$ cat src/common/spief_pkg.sv
// Package for the second-bank peripheral interrupt enable and flag block.
// Assumes a byte-wide register port with read data one cycle after the read strobe.
package spief_pkg;
   localparam int unsigned DATA_W = 8;
   localparam int unsigned ADDR_W = 8;
   localparam logic [7:0] ENABLE_OFFSET = 8'h8d;
   localparam logic [7:0] FLAGS_OFFSET = 8'h0d;
   localparam logic [7:0] IRQ_STATUS_OFFSET = 8'h40;
   localparam logic [7:0] IRQ_MASK_OFFSET = 8'h41;
   localparam int unsigned CAPCMP_POS = 0;
   localparam int unsigned BUSCOL_POS = 3;
   localparam int unsigned EEWR_POS = 4;
   localparam int unsigned RSVD_POS = 6;
   localparam logic [7:0] ENABLE_IMPL_MASK = 8'h59;
   localparam logic [7:0] FLAG_EVT_MASK = 8'h19;
   localparam logic [7:0] RESET_VALUE = 8'h00;

   typedef struct packed {
      logic eeprom_write_done;
      logic bus_collision;
      logic capcmp_two;
   } spief_events_s;
endpackage : spief_pkg

$ cat src/rtl/spief_irq_bank2.sv
// Second-bank peripheral interrupt enable and flag registers with a gated request.
// Assumes event inputs are single-cycle pulses from logic on the same clock.
//
// Chosen here: the strobed register port.
module spief_irq_bank2 (
   input wire logic clk, // System clock.
   input wire logic rst_n, // Asynchronous reset, active low.
   input wire logic [7:0] reg_addr, // Register address.
   input wire logic [7:0] reg_wdata, // Write data.
   input wire logic reg_wr, // Write strobe.
   input wire logic reg_rd, // Read strobe.
   output logic [7:0] reg_rdata, // Read data, one cycle after the strobe.
   input wire spief_pkg::spief_events_s evt, // Event pulses from the sources.
   output logic periph_irq_req, // Gated peripheral request to the core.
   output logic irq // Level interrupt from the status and mask pair.
);
   logic [7:0] enable_reg;
   logic [7:0] flags_reg;
   logic [7:0] status_reg;
   logic [7:0] mask_reg;
   logic [7:0] evt_vec;
   logic wr_en, wr_fl, wr_st, wr_mk;

   always_comb begin
      evt_vec = 8'h00;
      evt_vec[spief_pkg::EEWR_POS] = evt.eeprom_write_done;
      evt_vec[spief_pkg::BUSCOL_POS] = evt.bus_collision;
      evt_vec[spief_pkg::CAPCMP_POS] = evt.capcmp_two;
   end

   assign wr_en = reg_wr && (reg_addr == spief_pkg::ENABLE_OFFSET);
   assign wr_fl = reg_wr && (reg_addr == spief_pkg::FLAGS_OFFSET);
   assign wr_st = reg_wr && (reg_addr == spief_pkg::IRQ_STATUS_OFFSET);
   assign wr_mk = reg_wr && (reg_addr == spief_pkg::IRQ_MASK_OFFSET);

   // Unimplemented bits are masked out so they never store anything.
   always_ff @(posedge clk or negedge rst_n) begin
      if (!rst_n) begin
         enable_reg <= spief_pkg::RESET_VALUE;
      end else if (wr_en) begin
         enable_reg <= reg_wdata & spief_pkg::ENABLE_IMPL_MASK;
      end
   end

   // Flags are set by events independent of any enable; a set wins over a software write.
   always_ff @(posedge clk or negedge rst_n) begin
      if (!rst_n) begin
         flags_reg <= spief_pkg::RESET_VALUE;
      end else if (wr_fl) begin
         flags_reg <= (reg_wdata & spief_pkg::FLAG_EVT_MASK) | evt_vec;
      end else begin
         flags_reg <= flags_reg | evt_vec;
      end
   end

   // Sticky status mirrors new events, cleared by writing one; the set wins.
   always_ff @(posedge clk or negedge rst_n) begin
      if (!rst_n) begin
         status_reg <= spief_pkg::RESET_VALUE;
      end else if (wr_st) begin
         status_reg <= (status_reg & ~reg_wdata) | evt_vec;
      end else begin
         status_reg <= status_reg | evt_vec;
      end
   end

   always_ff @(posedge clk or negedge rst_n) begin
      if (!rst_n) begin
         mask_reg <= spief_pkg::RESET_VALUE;
      end else if (wr_mk) begin
         mask_reg <= reg_wdata & spief_pkg::FLAG_EVT_MASK;
      end
   end

   // Request is registered, so it trails the flag or enable by one cycle.
   always_ff @(posedge clk or negedge rst_n) begin
      if (!rst_n) begin
         periph_irq_req <= 1'b0;
      end else begin
         periph_irq_req <= |(flags_reg & enable_reg & spief_pkg::FLAG_EVT_MASK);
      end
   end

   always_ff @(posedge clk or negedge rst_n) begin
      if (!rst_n) begin
         irq <= 1'b0;
      end else begin
         irq <= |(status_reg & mask_reg);
      end
   end

   always_ff @(posedge clk or negedge rst_n) begin
      if (!rst_n) begin
         reg_rdata <= 8'h00;
      end else if (reg_rd) begin
         unique case (reg_addr)
            spief_pkg::ENABLE_OFFSET: reg_rdata <= enable_reg;
            spief_pkg::FLAGS_OFFSET: reg_rdata <= flags_reg;
            spief_pkg::IRQ_STATUS_OFFSET: reg_rdata <= status_reg;
            spief_pkg::IRQ_MASK_OFFSET: reg_rdata <= mask_reg;
            default: reg_rdata <= 8'h00;
         endcase
      end else begin
         reg_rdata <= 8'h00;
      end
   end
endmodule // spief_irq_bank2

$ cat config.mk
export PLATFORM = sky130hd
export DESIGN_NAME = spief_irq_bank2
export DESIGN_NICKNAME = d
export VERILOG_FILES = /design/src/common/spief_pkg.sv /design/src/rtl/spief_irq_bank2.sv
export SDC_FILE = /design/constraint.sdc
export NUM_CORES = 1
export LEC_CHECK = 0
export ABC_AREA = 1
export BUFFER_PORTS_ARGS = -buffer_cell sky130_fd_sc_hd__buf_2
export CAP_MARGIN = 20
export CORE_MARGIN = 1.5
export CORE_UTILIZATION = 25
export DETAILED_ROUTE_END_ITERATION = 6
export PLACE_DENSITY = 0.5
export SYNTH_ARGS = -nofsm -noshare
export SYNTH_HDL_FRONTEND = slang
export SYNTH_SLANG_ARGS = --single-unit
export TNS_END_PERCENT = 100
$ cat constraint.sdc
create_clock -name clk -period 2.6 [get_ports clk]
set_clock_uncertainty 0.15 [all_clocks]
set_input_delay 0.26 -clock clk [delete_from_list [all_inputs] [get_ports clk]]
set_output_delay 0.26 -clock clk [all_outputs]
set_load 0.005 [all_outputs]
==> metrics.txt, run 1 <==
outcome=finished clean; Crit. End Element=primary output; number of buffers created by CTS=3; clock period minus final worst setup slack=1.18 ns; max_slew headroom=59.3%; post-synthesis sequential area ratio=53.8%; via density per instance=4.04; unrepaired setup endpoints after global routing=false; area taken by multi-input logic gates=529 um2; Total Routing Usage GR=10.8%; post-synthesis cell count=152; number of antenna violations at the first check in global routing=0; final design utilization=32.9%; element type at the critical path start=flip-flop; I/O pin count=33; CP max stage delay=0.37 ns; nets in the synthesized netlist=175; # setup viols final=0; largest family of logic cells by synthesized area=simple AND/OR/NAND/NOR gates; clock latency of the later-clocked register in the worst-skew pair=0.27 ns; power density relative to cell area=521 nW/um2; total of max-cap violations=0; core region area=5070 um2; Synthesis Warnings=0; final max-slew violation count=0; # diodes=0; Crit path max-delay family=flip-flops; clock edge transition at the registers on the reported setup and hold paths=0.10 ns; share of post-route cells with drive strength above 1=29.5%; input/output buffers=32; first-pass GRT wire length=4460 um; distinct cell type count after synthesis=16; Arrival @ worst endpoint=0.77 ns; cell area after synthesis=1300 um2; count of fill cells added during filler insertion=571; average instance area after synthesis=8.56 um2; Layout Nets=217; Fmax=0.848 GHz; static leakage=0.940 nW; count of TritonRoute iterations in the first routing pass=4; Clk Tree Root Cell=clkbuf_8; peak supply drop=295 uV; endpoints failing hold=0; final routed DRC violation total=0; final cell count without fillers=263; simple-gate share of the synthesized area=35.5%; H-tree depth=1; slew at the pin closest to its max-slew limit=0.610 ns; worst hold-check path type=in2reg; number of global-route vias before repair=1002; maximum number of pins on one net before global-route repair=29; half-perimeter wire length after placement=2080 um; Iteration-0 DRC Markers=50; TritonCTS clock tree=done; number of vias after detailed routing=1063; cell count after placement=254; Placement Rows=26; critical setup path kind=reg2out; area fraction in compound gates after synthesis=5.19%; WL per Instance=10.4 um; most common cell after layout, fill and taps aside=nand2_1; worst path required time=2.19 ns; Horiz. Die Dim=75.1 um; post-synthesis register bit count=28; setup TNS=0 ns; number of nets still failing antenna checks after routing=0; Congestion Overflow GR=0; vertical die dimension=75.1 um; XOR/XNOR share of the synthesized area=0%; post-synthesis share of cell area spent on full adders, half adders and majority gates=0%; maximum fanout count along the critical path=1; multiplexer area fraction after synthesis=0%; total clock sinks=28; most frequent cells in the layout=nand2_1 (47), buf_2 (32), dfrtp_1 (28); critical path cell sequence=buf_2; total length of routed wires=2740 um; area overhead of the layout relative to synthesis=28.4%; area of the die=5650 um2; starting utilization of the core area=25.6%; Max Root-Sink Buffers=2; final period utilization=45.4%; cell with the largest stage delay on the worst path=dfrtp_1; weighted congestion at the end of routability-driven global placement=0.766; number of buffer and inverter instances along the worst setup path=1; reg-to-reg setup timing slack=1.63 ns; register cell area after layout=701 um2
path summary, 6_finish.rpt:
kind / from / end / depth (start not counted)
worst max-delay path: reg_rdata[7] / reg_rdata[7] / 1
worst min-delay path: evt[1] / status_reg[3] / 3
worst max register to register: flags_reg[4] / reg_rdata[4] / 4
worst min register to register: status_reg[7] / reg_rdata[7] / 2
max in group asynchronous: rst_n / reg_rdata[3] / 2
min in group asynchronous: rst_n / flags_reg[4] / 2
metrics by stage:
stage / power (W) / area [um2] / worst slack [ns] / hold WS, ns
CTS: 0.000884 / 1670 / 1.41 / 0.0307
finish: 0.000871 / 1670 / 1.42 / 0.0323
global route: 0.000913 / 1670 / 1.37 / 0.0456
global placement: 0.000535 / 1550 / 1.21 / 0.172
detailed placement: 0.000536 / 1550 / 1.21 / 0.173
floorplan: 0.000494 / 1300 / 1.43 / -0.186
layer usage:
| metal | share of wire, % | track usage [%] | up-vias |
|---|---|---|---|
| met4 | 1.3 | 3.57 | 0 |
| met3 | 4.0 | 2.41 | 5 |
| met2 | 43 | 16.2 | 24 |
| li1 | - | - | 553 |
| met5 | 0 | 0 | - |
| met1 | 52 | 15.3 | 481 |
cells by family after synthesis:
group,Yosys count
flops,28
buf+inv,19
compound gates,13
simple gates,92
worst reg2reg max path: stages (launching register included):
cell     delay, ns
dfrtp_1       0.43
nand3_1       0.10
nand2_1       0.06
nor2_1        0.10
nor2_1        0.04
cell usage after synthesis:
cell type / instances / area [um2]
a21boi_0: 1 / 7.51
a21oi_1: 5 / 25.0
clkinv_1: 1 / 3.75
dfrtp_1: 28 / 701
inv_1: 14 / 52.6
inv_2: 4 / 15.0
nand2_1: 47 / 176
nand2_2: 6 / 37.5
nand2_4: 1 / 11.3
nand3_1: 18 / 90.1
nand3_2: 1 / 10.0
nor2_1: 10 / 37.5
nor2_2: 4 / 25.0
nor2_4: 3 / 33.8
nor2_8: 2 / 40.0
o21ai_0: 7 / 35.0
what timing repair did:
item / 4_1_cts / 5_1_grt
gates resized for setup: 0 / 0
buffers inserted: 0 / 0
endpoints found under the setup margin: 0 / 0
hold buffers: 5 / 0
hold endpoints to repair: 32 / 0
area by class of cell:
| cell class | count | share of cell area, % |
|---|---|---|
| Timing Repair Buffer | 37 | 12.6 |
| Clock inverter | 1 | 1.80 |
| Inverter | 19 | 4.27 |
| Multi-Input combinational cell | 105 | 31.7 |
| Tap cell | 70 | 5.24 |
| Clock buffer | 3 | 2.47 |
| Sequential cell | 28 | 41.9 |
power breakdown:
group          switching, W  internal (W)
combinational     0.0000473     0.0000304
sequential       0.00000542      0.000447
clock              0.000134      0.000206
total              0.000187      0.000684
(Power assumes the default switching activity.)
==> run 2: changes to the inputs <==
==> constraint.sdc (replaced) <==
create_clock -name clk -period 1.1 [get_ports clk]
set_clock_uncertainty 0.15 [all_clocks]
set_input_delay 0.11 -clock clk [delete_from_list [all_inputs] [get_ports clk]]
set_output_delay 0.11 -clock clk [all_outputs]
set_load 0.005 [all_outputs]
==> run 2 against run 1 <==
  * Clock power increased by 140%
  * Via count increased by 3.4%
  * Clock-buffer cell count unchanged
  * Sequential share of layout area decreased by 3.2 points
  * Critical path type unchanged
==> metrics.txt, run 2 (synthesized netlist as in run 1, its figures left out) <==
wire length on met2=1240 um (+5.3%); core region area=5070 um2 (unchanged); power density relative to cell area=1160 nW/um2 (+120%); Final Instance Area=1810 um2 (+8.2%); Total Routing Usage GR=11.1% (+0.31 points); unrepaired setup endpoints after global routing=false; cell count after placement=260 (+2.4%); share of post-route cells with drive strength above 1=30.4% (+0.90 points); number of antenna violations at the first check in global routing=0 (unchanged); slew at the pin closest to its max-slew limit=0.245 ns (-0.365 ns); number of vias after detailed routing=1099 (+3.4%); number of buffers created by CTS=3 (unchanged); WL per Instance=10.2 um (-2.2%); most common cell after layout, fill and taps aside=nand2_1; final routed DRC violation total=0 (unchanged); Arrival @ worst endpoint=0.76 ns (about the same); number of global-route vias before repair=1016 (+1.4%); total of max-cap violations=0 (unchanged); sum of routed wire segments on met1=1470 um (+3.5%); H-tree depth=1 (unchanged); endpoints failing hold=0 (unchanged); I/O pin count=33 (unchanged); worst slack on hold paths=0.0780 ns (+0.0458 ns); Congestion Overflow GR=0 (unchanged); half-perimeter wire length after placement=2180 um (+4.9%); clock edge transition at the registers on the reported setup and hold paths=0.10 ns (about the same); cell with the largest stage delay on the worst path=dfrtp_1; critical path cell sequence=buf_2; final cell count without fillers=277 (+5.3%); max_slew headroom=83.6% (+24 points); critical setup path kind=reg2out; final period utilization=92.9%; clock period minus final worst setup slack=1.02 ns; # diodes=0 (unchanged); Placement Rows=26 (unchanged); number of nets still failing antenna checks after routing=0 (unchanged); Clk Tree Root Cell=clkbuf_8; Horiz. Die Dim=75.1 um (unchanged); count of fill cells added during filler insertion=544 (-4.7%); area overhead of the layout relative to synthesis=38.9%; worst hold-check path type=in2reg; vertical die dimension=75.1 um (unchanged); most frequent cells in the layout=nand2_1 (47), buf_2 (32), dfrtp_1 (28); via density per instance=3.97 (-1.8%); Layout Nets=231 (+6.5%); Crit. End Element=primary output; total length of routed wires=2830 um (+3.0%); Iteration-0 DRC Markers=46 (-8.0%); routed wl met3=103 um (-7.2%); # setup viols final=0 (unchanged); peak supply drop=406 uV (+38%); highest routing layer actually used=met4; maximum fanout count along the critical path=1 (unchanged); CP max stage delay=0.37 ns (about the same); weighted congestion at the end of routability-driven global placement=0.793 (+3.5%); area of the die=5650 um2 (unchanged); Max Root-Sink Buffers=2 (unchanged); element type at the critical path start=flip-flop; worst path required time=0.84 ns (-1.35 ns); maximum number of pins on one net before global-route repair=29 (unchanged); final max-slew violation count=0 (unchanged); TritonCTS clock tree=done; placed standard-cell area=1610 um2 (+3.7%); total chip power=0.00209 W (+140%); input/output buffers=32 (unchanged); static leakage=1.01 nW (+7.3%); outcome=finished clean; first-pass GRT wire length=4660 um (+4.3%); Crit path max-delay family=flip-flops; total clock sinks=28 (unchanged); clock latency of the later-clocked register in the worst-skew pair=0.27 ns (about the same); postcts setup bufs=0 (unchanged); starting utilization of the core area=25.6% (unchanged); Fmax=0.979 GHz; count of TritonRoute iterations in the first routing pass=4 (unchanged); number of buffer and inverter instances along the worst setup path=1 (unchanged)
run 2: cell types whose count changed in the layout (fill, tap and decap cells not counted), sizes merged:
cell         before  now
buf              32   38
dlygate4sd3       5   13
run 2: where the power goes:
group / switching [W] / internal (W) / leakage [nW] / total, W
logic: 0.000119 / 0.000102 / 0.635 / 0.000221
clock network: 0.000313 / 0.000487 / 0.0357 / 0.000800
registers: 0.0000127 / 0.00106 / 0.338 / 0.00107
run 2: per-stage QoR:
step / util, % / setup slack [ns] / TNS, ns
detailed placement: 31.7 / -0.135 / -2.09
global placement: 31.7 / -0.136 / -2.03
finish: 35.6 / 0.0785 / 0
global route: 35.6 / 0.0259 / 0
floorplan: - / 0.0805 / 0
CTS: 35.6 / 0.0545 / 0
run 2: area by class of cell:
| cell class | instances | area (um2) | area share [%] |
|---|---|---|---|
| clock buffers | 3 | 41.3 | 2.28 |
| clock inverters | 1 | 30.0 | 1.66 |
| inverters | 19 | 71.3 | 3.94 |
| multi-input cells | 105 | 529 | 29.3 |
| flip-flops and latches | 28 | 701 | 38.8 |
| well taps | 70 | 87.6 | 4.84 |
| repair buffers | 51 | 348 | 19.2 |
run 2: path summary, 6_finish.rpt:
path / from / endpoint / slack [ns] / depth (start not counted)
worst min-delay path: reg_wr / flags_reg[3] / 0.08 / 4
worst max-delay path: irq / irq / 0.08 / 1
worst min register to register: status_reg[2] / reg_rdata[2] / 0.35 / 2
worst max register to register: flags_reg[0] / reg_rdata[0] / 0.13 / 4
min in group asynchronous: rst_n / mask_reg[0] / 0.16 / 3
max in group asynchronous: rst_n / mask_reg[3] / 0.48 / 3
run 2: repair_timing:
action | in CTS | in global routing
resized for setup | 0 | 0
hold buffers | 13 | 0
hold endpoints to repair | 50 | 0
run 2: metal layers:
metal / vias to the layer above / global-route usage [%]
met5: - / 0
met4: 0 / 3.57
met3: 2 / 2.01
met2: 25 / 16.9
met1: 488 / 15.9
li1: 584 / -
